**src/pkg/efc_pkg.sv**
```systemverilog
// shared constants for the error flag classifier
package efc_pkg;
    // --------------------------------------------------------------
    // register map (byte offsets on the bus, one word apart but for the gap before ADDR_DETAIL0)
    // --------------------------------------------------------------
    localparam logic [7:0] ADDR_FLAGS   = 8'h00;
    localparam logic [7:0] ADDR_CTRL    = 8'h04;
    localparam logic [7:0] ADDR_LEDS    = 8'h08;
    localparam logic [7:0] ADDR_DETAIL0 = 8'h20;
    localparam logic [7:0] ADDR_DETAIL7 = 8'h3C;

    // --------------------------------------------------------------
    // flag word bit positions
    // --------------------------------------------------------------
    localparam int BIT_SUM     = 10;
    localparam int BIT_FATAL   = 11;
    localparam int BIT_SERIOUS = 12;
    localparam int BIT_LIGHT   = 13;
    localparam int BIT_WARNING = 14;

    // control register bits (write one = pulse)
    localparam int CTRL_START    = 0;
    localparam int CTRL_COLD     = 1;
    localparam int CTRL_BUSACK   = 2;

    localparam int NUM_CLASSES   = 4;
    localparam int NUM_DETAIL    = 8;
    localparam int DETAIL_W      = 16;

    // severity classes
    typedef enum logic [3:0] {
        CLS_FATAL   = 4'h1,
        CLS_SERIOUS = 4'h2,
        CLS_LIGHT   = 4'h4,
        CLS_WARNING = 4'h8
    } efc_class_t;

    localparam logic [3:0] CLASS_RESET = 4'h0;
    localparam logic [15:0] DETAIL_RESET = 16'h0000;
endpackage

```
**src/efc_sync_edge.sv**
```systemverilog
// rising edge detector for the run/stop selector
`timescale 1ns/1ps
`default_nettype none
module efc_sync_edge (
    input  wire logic clk,
    input  wire logic reset_n,
    input  wire logic level,
    output logic      rise
);
    logic last;
    logic next_last;

    always_comb begin
        next_last = level;
    end

    always_ff @(posedge clk or negedge reset_n) begin
        if (!reset_n) begin
            last <= 1'b0;
        end else begin
            last <= next_last;
        end
    end

    assign rise = level & ~last;
endmodule
`default_nettype wire

```
**src/efc_detail_store.sv**
```systemverilog
// eight error detail words, written by bus or by a new error
`timescale 1ns/1ps
`default_nettype none
module efc_detail_store #(
    parameter int WIDTH = efc_pkg::DETAIL_W,
    parameter int DEPTH = efc_pkg::NUM_DETAIL
) (
    input  wire logic                     clk,
    input  wire logic                     reset_n,
    input  wire logic                     busWrite,
    input  wire logic [2:0]               busIndex,
    input  wire logic [WIDTH-1:0]         busData,
    input  wire logic                     errLoad,
    input  wire logic [DEPTH*WIDTH-1:0]   errInfo,
    input  wire logic [2:0]               readIndex,
    output logic      [WIDTH-1:0]         readData
);
    logic [WIDTH-1:0] words      [DEPTH];
    logic [WIDTH-1:0] next_words [DEPTH];

    always_comb begin
        for (int i = 0; i < DEPTH; i++) begin
            next_words[i] = words[i];
            if (errLoad) begin
                next_words[i] = errInfo[i*WIDTH +: WIDTH];
            end else if (busWrite && busIndex == i[2:0]) begin
                next_words[i] = busData;
            end
        end
    end

    always_ff @(posedge clk or negedge reset_n) begin
        if (!reset_n) begin
            for (int i = 0; i < DEPTH; i++) begin
                words[i] <= efc_pkg::DETAIL_RESET;
            end
        end else begin
            for (int i = 0; i < DEPTH; i++) begin
                words[i] <= next_words[i];
            end
        end
    end

    assign readData = words[readIndex];
endmodule
`default_nettype wire

```
**src/efc_error_flags.sv**
```systemverilog
// error flag classifier with wishbone register access
//
// Local design decisions: the register offsets and the Wishbone interface to the registers.
`timescale 1ns/1ps
`default_nettype none
module efc_error_flags #(
    parameter int DW = efc_pkg::DETAIL_W
) (
    input  wire logic                 clk,
    input  wire logic                 reset_n,
    // wishbone slave
    input  wire logic                 wb_cyc_i,
    input  wire logic                 wb_stb_i,
    input  wire logic                 wb_we_i,
    input  wire logic [7:0]           wb_adr_i,
    input  wire logic [31:0]          wb_dat_i,
    input  wire logic [3:0]           wb_sel_i,
    output logic      [31:0]          wb_dat_o,
    output logic                      wb_ack_o,
    // error detection
    input  wire logic                 errValid,
    input  wire logic [3:0]           errClass,
    input  wire logic                 errIsBus,
    input  wire logic [8*DW-1:0]      errInfo,
    input  wire logic                 errPresent,
    input  wire logic                 errPresentBus,
    // operator events
    input  wire logic                 runSelect,
    input  wire logic                 programStart,
    // outputs
    output logic      [3:0]           classLed,
    output logic                      sumFlag,
    output logic                      remoteClear
);
    // ------------------------------------------------------------------
    // bus decode
    // ------------------------------------------------------------------
    logic        access;
    logic        wr;
    logic        ackQ;
    logic        next_ackQ;
    logic [31:0] rdata;
    logic [31:0] next_rdata;
    logic        isDetail;
    logic [2:0]  detIdx;
    logic [DW-1:0] detData;

    assign access   = wb_cyc_i & wb_stb_i & ~ackQ;
    assign wr       = access & wb_we_i & wb_sel_i[0] & wb_sel_i[1];
    assign isDetail = (wb_adr_i >= efc_pkg::ADDR_DETAIL0)
                    && (wb_adr_i <= efc_pkg::ADDR_DETAIL7);
    assign detIdx   = wb_adr_i[4:2];

    // ------------------------------------------------------------------
    // control pulses
    // ------------------------------------------------------------------
    logic runRise;
    logic ctrlWr;
    logic startCmd;
    logic coldCmd;
    logic busAckCmd;
    logic flagsWr;
    logic lightZeroWr;
    logic [3:0] ledMask;
    logic [3:0] next_ledMask;

    efc_sync_edge u_run (
        .clk     (clk),
        .reset_n (reset_n),
        .level   (runSelect),
        .rise    (runRise)
    );

    assign ctrlWr    = wr && (wb_adr_i == efc_pkg::ADDR_CTRL);
    assign startCmd  = (ctrlWr && wb_dat_i[efc_pkg::CTRL_START]) || programStart;
    assign coldCmd   = ctrlWr && wb_dat_i[efc_pkg::CTRL_COLD];
    assign busAckCmd = ctrlWr && wb_dat_i[efc_pkg::CTRL_BUSACK];
    assign flagsWr   = wr && (wb_adr_i == efc_pkg::ADDR_FLAGS);
    assign lightZeroWr = flagsWr && !wb_dat_i[efc_pkg::BIT_LIGHT];

    // ------------------------------------------------------------------
    // class flags
    // ------------------------------------------------------------------
    logic [3:0] classFlag;
    logic [3:0] next_classFlag;
    logic       busErrStored;
    logic       next_busErrStored;
    logic       globalAck;
    logic       busAckHit;
    logic       remoteQ;
    logic       next_remoteQ;

    assign globalAck = startCmd | coldCmd | runRise;
    assign busAckHit = busAckCmd & busErrStored;

    always_comb begin
        next_classFlag    = classFlag;
        next_busErrStored = busErrStored;
        next_remoteQ      = busAckHit;
        if (globalAck || lightZeroWr) begin
            next_classFlag[2] = 1'b0;
        end
        if (busAckHit) begin
            next_classFlag[2] = 1'b0;
            next_busErrStored = 1'b0;
        end
        if (globalAck || lightZeroWr) begin
            next_busErrStored = 1'b0;
        end
        // persisting errors set again after acknowledge
        if (errPresent) begin
            next_classFlag[2] = 1'b1;
        end
        if (errPresentBus) begin
            next_classFlag[2] = 1'b1;
            next_busErrStored = 1'b1;
        end
        if (errValid) begin
            next_classFlag = next_classFlag | errClass;
            if (errIsBus) begin
                next_busErrStored = 1'b1;
            end
        end
    end

    always_ff @(posedge clk or negedge reset_n) begin
        if (!reset_n) begin
            classFlag    <= efc_pkg::CLASS_RESET;
            busErrStored <= 1'b0;
            remoteQ      <= 1'b0;
        end else begin
            classFlag    <= next_classFlag;
            busErrStored <= next_busErrStored;
            remoteQ      <= next_remoteQ;
        end
    end

    // ------------------------------------------------------------------
    // leds: lit by a flag, blanked on acknowledge until a new error
    // ------------------------------------------------------------------
    always_comb begin
        next_ledMask = ledMask;
        if (globalAck || lightZeroWr || busAckHit) begin
            next_ledMask = 4'hF;
        end
        if (errValid) begin
            next_ledMask = next_ledMask & ~errClass;
        end
        if (errPresent || errPresentBus) begin
            next_ledMask[2] = 1'b0;
        end
    end

    always_ff @(posedge clk or negedge reset_n) begin
        if (!reset_n) begin
            ledMask <= 4'h0;
        end else begin
            ledMask <= next_ledMask;
        end
    end

    assign classLed    = classFlag & ~ledMask;
    assign sumFlag     = |classFlag;
    assign remoteClear = remoteQ;

    // ------------------------------------------------------------------
    // detail words
    // ------------------------------------------------------------------
    efc_detail_store #(
        .WIDTH (DW),
        .DEPTH (efc_pkg::NUM_DETAIL)
    ) u_detail (
        .clk       (clk),
        .reset_n   (reset_n),
        .busWrite  (wr && isDetail),
        .busIndex  (detIdx),
        .busData   (wb_dat_i[DW-1:0]),
        .errLoad   (errValid),
        .errInfo   (errInfo),
        .readIndex (detIdx),
        .readData  (detData)
    );

    // ------------------------------------------------------------------
    // read path and ack
    // ------------------------------------------------------------------
    always_comb begin
        next_ackQ  = access;
        next_rdata = rdata;
        if (access && !wb_we_i) begin
            if (wb_adr_i == efc_pkg::ADDR_FLAGS) begin
                next_rdata = '0;
                next_rdata[efc_pkg::BIT_SUM]     = sumFlag;
                next_rdata[efc_pkg::BIT_FATAL]   = classFlag[0];
                next_rdata[efc_pkg::BIT_SERIOUS] = classFlag[1];
                next_rdata[efc_pkg::BIT_LIGHT]   = classFlag[2];
                next_rdata[efc_pkg::BIT_WARNING] = classFlag[3];
            end else if (wb_adr_i == efc_pkg::ADDR_LEDS) begin
                next_rdata = {28'h0000000, classLed};
            end else if (isDetail) begin
                next_rdata = {16'h0000, detData};
            end else begin
                next_rdata = 32'h00000000;
            end
        end
    end

    always_ff @(posedge clk or negedge reset_n) begin
        if (!reset_n) begin
            ackQ  <= 1'b0;
            rdata <= 32'h00000000;
        end else begin
            ackQ  <= next_ackQ;
            rdata <= next_rdata;
        end
    end

    assign wb_ack_o = ackQ;
    assign wb_dat_o = rdata;

    // ------------------------------------------------------------------
    // checks
    // ------------------------------------------------------------------
    sum_tracks_a: assert property (@(posedge clk) disable iff (!reset_n)
        (access && !wb_we_i && wb_adr_i == efc_pkg::ADDR_FLAGS) |=>
        (wb_dat_o[efc_pkg::BIT_SUM]
            == (wb_dat_o[efc_pkg::BIT_WARNING:efc_pkg::BIT_FATAL] != 4'h0)))
        else $error("sum flag wrong");
    new_err_a: assert property (@(posedge clk) disable iff (!reset_n)
        errValid |=> ((classFlag & $past(errClass)) == $past(errClass)))
        else $error("new error not flagged");
    ack_clears_a: assert property (@(posedge clk) disable iff (!reset_n)
        (globalAck && !errValid && !errPresent && !errPresentBus) |=> !classFlag[2])
        else $error("light flag not cleared");
    zero_write_a: assert property (@(posedge clk) disable iff (!reset_n)
        (lightZeroWr && !errValid && !errPresent && !errPresentBus) |=> !classFlag[2])
        else $error("zero write ignored");
    bus_ack_a: assert property (@(posedge clk) disable iff (!reset_n)
        (busAckCmd && !busErrStored) |=> !remoteClear)
        else $error("bus ack without bus error");
    led_off_a: assert property (@(posedge clk) disable iff (!reset_n)
        (globalAck && !errValid && !errPresent && !errPresentBus) |=> classLed == 4'h0)
        else $error("leds stay on");
    persist_a: assert property (@(posedge clk) disable iff (!reset_n)
        errPresent |=> classFlag[2]) else $error("persisting error lost");
    remote_pulse_a: assert property (@(posedge clk) disable iff (!reset_n)
        busAckHit |=> remoteClear ##1 !remoteClear)
        else $error("remote clear not one pulse");
    wb_ack_a: assert property (@(posedge clk) disable iff (!reset_n)
        access |=> wb_ack_o ##1 !wb_ack_o) else $error("ack timing");
endmodule
`default_nettype wire

```
**config.mk**
```make
export PLATFORM = sky130hd
export DESIGN_NAME = efc_error_flags
export DESIGN_NICKNAME = d
export VERILOG_FILES = /design/src/pkg/efc_pkg.sv /design/src/efc_sync_edge.sv /design/src/efc_detail_store.sv /design/src/efc_error_flags.sv
export SDC_FILE = /design/constraint.sdc
export NUM_CORES = 1
export LEC_CHECK = 0
export BUFFER_PORTS_ARGS = -buffer_cell sky130_fd_sc_hd__buf_2
export CAP_MARGIN = 25
export CORE_ASPECT_RATIO = 0.5
export CORE_MARGIN = 10
export CORE_UTILIZATION = 40
export CTS_BUF_LIST = sky130_fd_sc_hd__clkbuf_8
export DETAILED_ROUTE_END_ITERATION = 8
export PLACE_DENSITY = 0.72
export SLEW_MARGIN = 40
export SYNTH_ARGS = -nofsm -noshare
export SYNTH_HDL_FRONTEND = slang
export SYNTH_HIERARCHICAL = 1
export SYNTH_SLANG_ARGS = --single-unit
```
**constraint.sdc**
```tcl
create_clock -name clk -period 3.3 [get_ports clk]
set_input_delay 0.66 -clock clk [delete_from_list [all_inputs] [get_ports clk]]
set_output_delay 0.66 -clock clk [all_outputs]
set_load 0.05 [all_outputs]
```
==> key figures, run 1 <==
Global route
  – Grt ovf: 0
  – Vias in the first global route: 6,955
  – Largest net degree at the start of global routing: 105
  – First-pass GRT wire length: 39,400 um
  – Antenna violations before repair: 1
  – GRT Total Usage: 0.184

Synth
  – Main synth FF type: dfrtp_1
  – Register area share after synthesis: 0.461
  – Syn. warnings: 6
  – Mapped Area: 0.00847 sq mm
  – Mapped Cells: 766
  – Synth unique cells: 47
  – Syn avg cell area: 11.1 sq um
  – Seq cells post-synth: 156
  – EDFF count, synth: 0
  – Asr flop ratio synth: 1.00

Run
  – Max Cap Violations: 0

STA
  – Slew Viols, Final: 0
  – Setup TNS: 0 ps
  – Worst Skew: 19.2 ps
  – Max-slew headroom: 0.482
  – Fmax: 432 MHz
  – RSZ-0062 raised after global routing: no
  – Shortest period the worst path allows: 2320 ps
  – Min Hold Slack: 60.7 ps
  – Least-Margin Pin Slew: 766 ps
  – Setup violators final: 0
  – Final period util: 0.702
  – Final hold vios: 0

Routing
  – WL/cell: 21.2 um
  – Met3 routed WL: 1670 um
  – DRT Pass-1 Iters: 5
  – Max Used Layer: met5
  – Met2 WL: 12,400 um
  – Drt total wl: 25,800 um
  – Via count: 6,548
  – DRC violations left: 0
  – Final ANT Viol Nets: 0
  – Wl on met1: 11,400 um
  – Initial drt markers: 594
  – Vias per cell: 5.38

Placement
  – Gpl congestion: 0.837
  – PortBufs: 191
  – DP Area: 0.00958 sq mm
  – Placed insts: 1,184
  – HPWL Detailed: 18,600 um

Die
  – # rows: 37
  – DIE HEIGHT: 123 um
  – Core Area: 0.0207 sq mm
  – Initial Util: 0.409
  – Die Wd: 226 um
  – Die Area: 0.0277 sq mm
  – Io pins: 226

Clock network
  – Insertion delay of the later-clocked pin in the worst-skew pair: 450 ps
  – CTS Buf Count: 17
  – CTS HTree Levels: 4
  – Post-CTS setup buffers: 0
  – Post-cts resize count: 0
  – Clk pin slew, worst setup/hold paths: 110 ps
  – Sink Count: 156
  – Clock Tree Root: clkbuf_8
  – Clock Path Buffers: 2
  – Hold-fix buffers, CTS: 0
  – TritonCTS clock tree: built

Critical path
  – CP top delay family: simple AND/OR/NAND/NOR gates
  – WS Path Type: reg2out
  – Worst path slowest cell: or4_1
  – CP Capture Type: output pin
  – CP arrival: 1660 ps
  – Critical path, cell by cell: or4_1 -> buf_2
  – Bufs and invs on worst path: 1
  – Slowest stage delay, CP: 570 ps
  – Largest fanout on the critical path: 4
  – Crit start category: flop
  – Req. time, crit path: 2640 ps

Layout
  – Post-route cell area: 0.0100 sq mm
  – Most common cell after layout, fill and taps aside: buf_2
  – Fill count: 1,889
  – Sequential cell area: 0.00390 sq mm
  – Most frequent cells in the layout: buf_2 (189), dfrtp_1 (156), nand2_1 (141), o21ai_0 (137), mux2i_1 (128)
  – Fin nets: 1,118
  – Ant. Diodes: 0
  – Multi-input logic area: 0.00411 sq mm
  – Non-Filler Instances: 1,217
  – Fin util: 0.485
  – Area growth syn-to-layout: 18.6%
  – Share of layout cells above drive strength 1: 0.301

Outcome
  – Outcome: completed

Power and ir drop
  – Pwr Density: 450 mW/mm^2
  – Max VDD drop: 0.266 mV
  – LEAKAGE: 4.91 nW

Hold path
  – HP Class: in2async
routing by layer:
layer,GRT usage,vias to the layer above
li1,-,3055
met1,0.236,3260
met2,0.305,204
met3,0.0455,27
met4,0.0503,2
met5,0,-
sequential cells by signal (all words and copies together), names as in the netlist:
signal	count
classFlag	4
busErrStored	1
remoteClear	1
ledMask	4
wb_dat_o	16
wb_ack_o	1
u_run/last	1
u_detail/words	128
power by group:
group | leakage (nW) | internal (W) | switching, W | total, W
Sequential | 1.91 | 0.00207 | 0.0000832 | 0.00215
Clock | 0.218 | 0.000811 | 0.000788 | 0.00160
Combinational | 2.78 | 0.000319 | 0.000454 | 0.000773
stage by stage:
| stage | power [W] | setup WS, ps |
|---|---|---|
| 2_1_floorplan | 0.00265 | 897 |
| 3_3_place_gp | 0.00292 | 652 |
| 3_5_place_dp | 0.00295 | 643 |
| 4_1_cts | 0.00455 | 966 |
| 5_1_grt | 0.00473 | 902 |
| 6_report | 0.00452 | 984 |
worst reg2reg max path: cells and delay by family, from the launching register on:
| kind | cells | cell delay, ps |
|---|---|---|
| flops | 1 | 410 |
| buf+inv | 2 | 590 |
| mux | 1 | 200 |
| simple gates | 3 | 800 |
| compound gates | 1 | 90 |
kinds of logic (layout without fill, tap and decap cells):
logic type / count (synthesis) / after routing / synth area share
DFF: 156 / 156 / 0.461
other: 1 / 16 / 0.000443
AOI/OAI and AO/OA: 168 / 168 / 0.112
and+or+nand+nor: 174 / 174 / 0.0935
muxes: 177 / 177 / 0.271
buffers and inverters: 90 / 253 / 0.0613
synthesized netlist by cell type (4+ instances only):
cell | n | area, sq um
mux4_2 | 4 | 90.1
buf_6 | 10 | 113
buf_4 | 23 | 173
a22o_1 | 7 | 61.3
clkbuf_1 | 40 | 150
o21ai_0 | 137 | 686
nor2_1 | 5 | 18.8
mux2_2 | 17 | 191
nand2_1 | 141 | 529
mux4_1 | 28 | 736
and4bb_2 | 4 | 50.1
dfrtp_1 | 156 | 3900
mux2i_1 | 128 | 1280
buf_1 | 6 | 22.5
a22oi_1 | 9 | 67.6
buf_2 | 6 | 30.0
path summary, 6_finish.rpt:
path	startpoint	endpoint	slack, ps	cells after the start
max	classFlag[1]$_DFFE_PN0P_	sumFlag	980	2
max in group asynchronous	reset_n	wb_dat_o[11]$_DFFE_PN0P_	2290	3
min	reset_n	u_detail/words[14]$_DFFE_PN0P_	60	1
min reg2reg	wb_dat_o[1]$_DFFE_PN0P_	wb_dat_o[1]$_DFFE_PN0P_	490	2
max reg2reg	wb_ack_o$_DFF_PN0_	u_detail/words[73]$_DFFE_PN0P_	1110	7
min in group clk	runSelect	u_run/last$_DFF_PN0_	340	1
area by class of cell:
class	count	area share
repair buffers	218	0.124
multi-input cells	535	0.409
clock inverters	13	0.0176
clock buffers	19	0.0260
well taps	273	0.0340
flip-flops and latches	156	0.389
inverters	3	0.00112
No activity file was read; power rests on OpenSTA's default activity.
==> run 2: changes to the inputs <==
==> constraint.sdc (replaced) <==
create_clock -name clk -period 2.4 [get_ports clk]
set_input_delay 0.48 -clock clk [delete_from_list [all_inputs] [get_ports clk]]
set_output_delay 0.48 -clock clk [all_outputs]
set_load 0.05 [all_outputs]
==> run 2 against run 1 <==
Critical endpoint unchanged; clock-buffer cell count up 1; critical path type unchanged; combinational power is 38% higher; power grew 30%.
==> key figures, run 2 (synthesis gave the netlist of run 1 again) <==
Placement
  – HPWL Detailed: 18,700 um
  – Gpl congestion: 0.859
  – PortBufs: 191
  – DP Area: 0.00975 sq mm

Layout
  – Largest Register: u_detail/words
  – Share of layout cells above drive strength 1: 0.304
  – Area growth syn-to-layout: 19.6%
  – Largest register FFs: 128
  – Most common cell after layout, fill and taps aside: buf_2
  – Fill count: 1,920
  – Fin nets: 1,125
  – Post-route cell area: 0.0101 sq mm
  – Most frequent cells in the layout: buf_2 (189), dfrtp_1 (156), nand2_1 (141), o21ai_0 (137), mux2i_1 (128)

Critical path
  – Worst r2r path cells: 7
  – R2r setup slk: 300 ps
  – WS Path Type: reg2out
  – Largest fanout on the critical path: 4
  – RR Endpoint: u_detail/words[112]$_DFFE_PN0P_
  – CP arrival: 1680 ps
  – CP top delay family: simple AND/OR/NAND/NOR gates
  – Critical path, cell by cell: or4_1 -> buf_2
  – CP Capture Type: output pin
  – Worst flop-to-flop path startpoint: wb_ack_o$_DFF_PN0_
  – Crit start category: flop
  – Req. time, crit path: 1920 ps
  – Worst path slowest cell: or4_1
  – Bufs and invs on worst path: 1
  – Slowest stage delay, CP: 570 ps

Clock network
  – Clk pin slew, worst setup/hold paths: 90 ps
  – CTS HTree Levels: 4
  – Clock Path Buffers: 2
  – Insertion delay of the later-clocked pin in the worst-skew pair: 470 ps
  – CTS Buf Count: 17
  – TritonCTS clock tree: built
  – Post-cts resize count: 0
  – Sink Count: 156
  – Clock Tree Root: clkbuf_8

Die
  – Core Area: 0.0207 sq mm
  – DIE HEIGHT: 123 um
  – Die Wd: 226 um
  – Die Area: 0.0277 sq mm
  – # rows: 37
  – Io pins: 226
  – Initial Util: 0.409

Power and ir drop
  – LEAKAGE: 4.93 nW
  – Max VDD drop: 0.256 mV
  – Power Total: 0.00588 W
  – Pwr Density: 581 mW/mm^2

Hold path
  – Worst Hold Path EP: u_run/last$_DFF_PN0_
  – Hold path cells: 1
  – HP Class: in2reg
  – Hold Startpoint: runSelect

Global route
  – Vias in the first global route: 7,001
  – Antenna violations before repair: 3
  – GRT Total Usage: 0.184
  – Largest net degree at the start of global routing: 86
  – First-pass GRT wire length: 39,300 um
  – Grt ovf: 0

Routing
  – Met2 WL: 12,100 um
  – Wl on met1: 11,500 um
  – Met3 routed WL: 1390 um
  – DRT Pass-1 Iters: 5
  – WL/cell: 20.8 um
  – DRC violations left: 0
  – Max Used Layer: met5
  – Final ANT Viol Nets: 0
  – Drt total wl: 25,500 um
  – Initial drt markers: 624
  – Via count: 6,569
  – Vias per cell: 5.36

STA
  – Min Hold Slack: 140 ps
  – Setup TNS: 0 ps
  – Fmax: 464 MHz
  – Setup violators final: 0
  – Final hold vios: 0
  – Worst Skew: 18.1 ps
  – Least-Margin Pin Slew: 617 ps
  – Final period util: 0.898
  – Shortest period the worst path allows: 2160 ps
  – Max-slew headroom: 0.588
  – Slew Viols, Final: 0
  – RSZ-0062 raised after global routing: no

Outcome
  – Outcome: completed

Run
  – Max Cap Violations: 0
run 2: stage by stage:
step	std cells	worst slack (ps)	utilization
after floorplan	781	83.8	-
after global placement	1191	108	0.471
after detailed placement	1191	33.3	0.471
after CTS	1224	212	0.489
after global routing	1225	124	0.489
final	1226	245	0.489
run 2: worst max-delay path by stage:
stage,startpoint,endpoint,slack (ps),cells after the start
2_1_floorplan,wb_ack_o$_DFF_PN0_,u_detail/words[119]$_DFFE_PN0P_,80,7
3_3_place_gp,wb_adr_i[1],u_detail/words[112]$_DFFE_PN0P_,110,9
3_5_place_dp,wb_adr_i[1],u_detail/words[113]$_DFFE_PN0P_,30,9
4_1_cts,classFlag[1]$_DFFE_PN0P_,sumFlag,210,2
5_1_grt,wb_ack_o$_DFF_PN0_,u_detail/words[113]$_DFFE_PN0P_,120,7
6_report,classFlag[1]$_DFFE_PN0P_,sumFlag,240,2
run 2: routing by layer:
layer / track usage / vias up
li1: - / 3086
met2: 0.296 / 193
met1: 0.239 / 3248
met3: 0.0390 / 38
met4: 0.0751 / 4
met5: 0 / -
run 2: report_power, final:
part	leakage, nW	internal (W)	switching, W
logic	2.84	0.000451	0.000624
registers	1.91	0.00284	0.000112
clock network	0.175	0.000802	0.00106
total	4.93	0.00409	0.00179
run 2: final cells by class:
type | count | area, sq um | share of cell area
Multi-Input combinational cell | 535 | 4110 | 0.406
Sequential cell | 156 | 3900 | 0.386
Timing Repair Buffer | 225 | 1390 | 0.137
Tap cell | 273 | 342 | 0.0337
Clock buffer | 20 | 275 | 0.0272
Clock inverter | 12 | 90.1 | 0.00890
Inverter | 3 | 11.3 | 0.00111
Antenna cell | 2 | 5.00 | 0.000494
run 2: repair_timing:
action	4_1_cts	5_1_grt
setup buffers	0	0
endpoints found under the hold margin	25	0
hold buffers	1	0
==> run 3: changes to the inputs <==
--- a/config.mk
+++ b/config.mk
@@ -7,10 +7,10 @@
 export LEC_CHECK = 0
 export BUFFER_PORTS_ARGS = -buffer_cell sky130_fd_sc_hd__buf_2
 export CAP_MARGIN = 25
-export CORE_ASPECT_RATIO = 0.5
 export CORE_MARGIN = 10
 export CORE_UTILIZATION = 40
 export CTS_BUF_LIST = sky130_fd_sc_hd__clkbuf_8
+export CTS_CLUSTER_DIAMETER = 80
 export DETAILED_ROUTE_END_ITERATION = 8
 export PLACE_DENSITY = 0.72
 export SLEW_MARGIN = 40
==> run 3 against run 2 <==
Cell area up 0.16%; hold slack worse by 6.7 ps; flip-flop and latch count unchanged; clock-buffer cell count down 1; clock skew down 5.5 ps; global-route usage down 0.34 points; critical path depth unchanged; largest power group unchanged; highest routed layer unchanged.
==> key figures, run 3 (synthesis gave the netlist of run 1 again) <==
Layout
  – Largest Register: u_detail/words
  – Share of layout cells above drive strength 1: 0.309
  – Ant. Diodes: 0
  – Post-route cell area: 0.0101 sq mm
  – Fill count: 1,951
  – Fin util: 0.484
  – Fin nets: 1,129
  – Most frequent cells in the layout: buf_2 (189), dfrtp_1 (156), nand2_1 (141), o21ai_0 (137), mux2i_1 (128)
  – Area growth syn-to-layout: 19.8%
  – Largest register FFs: 128
  – Most common cell after layout, fill and taps aside: buf_2
  – Non-Filler Instances: 1,230

Routing
  – WL/cell: 20.6 um
  – Vias per cell: 5.24
  – Drt total wl: 25,400 um
  – DRT Pass-1 Iters: 5
  – Via count: 6,445
  – DRC violations left: 0
  – Final ANT Viol Nets: 0
  – Initial drt markers: 533

Power and ir drop
  – LEAKAGE: 4.96 nW
  – Pwr Density: 595 mW/mm^2
  – Max VDD drop: 0.298 mV

Critical path
  – Req. time, crit path: 1920 ps
  – Critical path, cell by cell: or4_1 -> buf_2
  – Largest fanout on the critical path: 4
  – CP Capture Type: output pin
  – WS Path Type: reg2out
  – Crit start category: flop
  – CP arrival: 1670 ps
  – Worst path slowest cell: or4_1
  – Slowest stage delay, CP: 550 ps

Placement
  – Post-placement setup slack: 96.6 ps
  – DP Area: 0.00973 sq mm
  – PortBufs: 191
  – Gpl congestion: 0.842
  – HPWL Detailed: 18,100 um
  – Placed insts: 1,197

Die
  – DIE HEIGHT: 166 um
  – Initial Util: 0.404
  – Io pins: 226
  – Core Area: 0.0210 sq mm
  – Die Wd: 166 um
  – Die Area: 0.0274 sq mm
  – # rows: 53

Clock network
  – TritonCTS clock tree: built
  – Sink Count: 156
  – CTS HTree Levels: 4
  – Post-CTS setup buffers: 0
  – Clk pin slew, worst setup/hold paths: 90 ps
  – Insertion delay of the later-clocked pin in the worst-skew pair: 470 ps
  – Clock Tree Root: clkbuf_8
  – CTS Buf Count: 17
  – Clock Path Buffers: 2

STA
  – Fmax: 465 MHz
  – Max-slew headroom: 0.540
  – Least-Margin Pin Slew: 690 ps
  – Setup violators final: 0
  – Setup TNS: 0 ps
  – Final period util: 0.897
  – Slew Viols, Final: 0
  – RSZ-0062 raised after global routing: no
  – Shortest period the worst path allows: 2150 ps
  – Worst Skew: 12.6 ps
  – Final hold vios: 0
  – Final WS setup: 248 ps

Hold path
  – HP Class: in2reg

Outcome
  – Outcome: completed

Global route
  – GRT Total Usage: 0.181
  – Antenna violations before repair: 1
  – Vias in the first global route: 6,646
  – Largest net degree at the start of global routing: 101
  – First-pass GRT wire length: 37,800 um
  – Grt ovf: 0

Run
  – Max Cap Violations: 0
run 3: changes by cell type in the layout (fill, tap and decap cells not counted):
| cell | before | now |
|---|---|---|
| nor2_1 | 5 | 4 |
| clkbuf_8 | 20 | 19 |
| buf_4 | 20 | 28 |
| diode_2 | 2 | 0 |
| bufinv_16 | 0 | 2 |
| inv_1 | 4 | 3 |
| nor2_2 | 0 | 1 |
| clkinvlp_4 | 5 | 4 |
| clkinv_2 | 1 | 3 |
| clkinv_4 | 3 | 2 |
| buf_12 | 13 | 9 |
run 3: layer usage:
metal	GRT usage	wire length [um]	vias to the layer above
met5	0	7	-
met4	0.0419	212	2
met3	0.0412	1700	18
met2	0.288	11900	209
met1	0.245	11600	3135
li1	-	-	3081
run 3: path summary, 6_finish.rpt:
path | start | to | slack, ps | depth (start not counted)
setup reg to reg | wb_ack_o$_DFF_PN0_ | u_detail/words[122]$_DFFE_PN0P_ | 320 | 7
max in group asynchronous | reset_n | u_detail/words[87]$_DFFE_PN0P_ | 1110 | 3
min in group asynchronous | reset_n | u_detail/words[62]$_DFFE_PN0P_ | 510 | 2
hold / removal | runSelect | u_run/last$_DFF_PN0_ | 130 | 1
setup / recovery | classFlag[1]$_DFFE_PN0P_ | sumFlag | 250 | 2
hold reg to reg | wb_dat_o[2]$_DFFE_PN0P_ | wb_dat_o[2]$_DFFE_PN0P_ | 480 | 2
run 3: layout make-up:
cell class                      count  area, sq um  area share
Clock buffer                       19          262      0.0258
Clock inverter                     13          140      0.0138
Inverter                            3         11.3     0.00111
Multi-Input combinational cell    535         4110       0.406
Sequential cell                   156         3900       0.385
Tap cell                          275          344      0.0339
Timing Repair Buffer              229         1370       0.135
run 3: worst max-delay path, delay by kind of cell, from the launching register on:
family	cells	cell delay, ps
buffers and inverters	1	240
DFF	1	420
and+or+nand+nor	1	550
run 3: timing repair:
action / in CTS / in global routing
endpoints found under the hold margin: 48 / 0
hold buffers: 1 / 0
gates resized for setup: 0 / 0
run 3: power breakdown:
part	leakage (nW)	switching (W)	total [W]	internal (W)
logic	2.85	0.000610	0.00106	0.000447
clock network	0.194	0.00105	0.00203	0.000981
registers	1.91	0.000108	0.00295	0.00284
total	4.96	0.00177	0.00604	0.00427
run 3: through the flow:
stage          hold slack, ps  power [W]
2_1_floorplan             184    0.00364
3_3_place_gp              457    0.00402
3_5_place_dp              467    0.00405
4_1_cts                   106    0.00609
5_1_grt                   105    0.00632
6_report                  134    0.00604
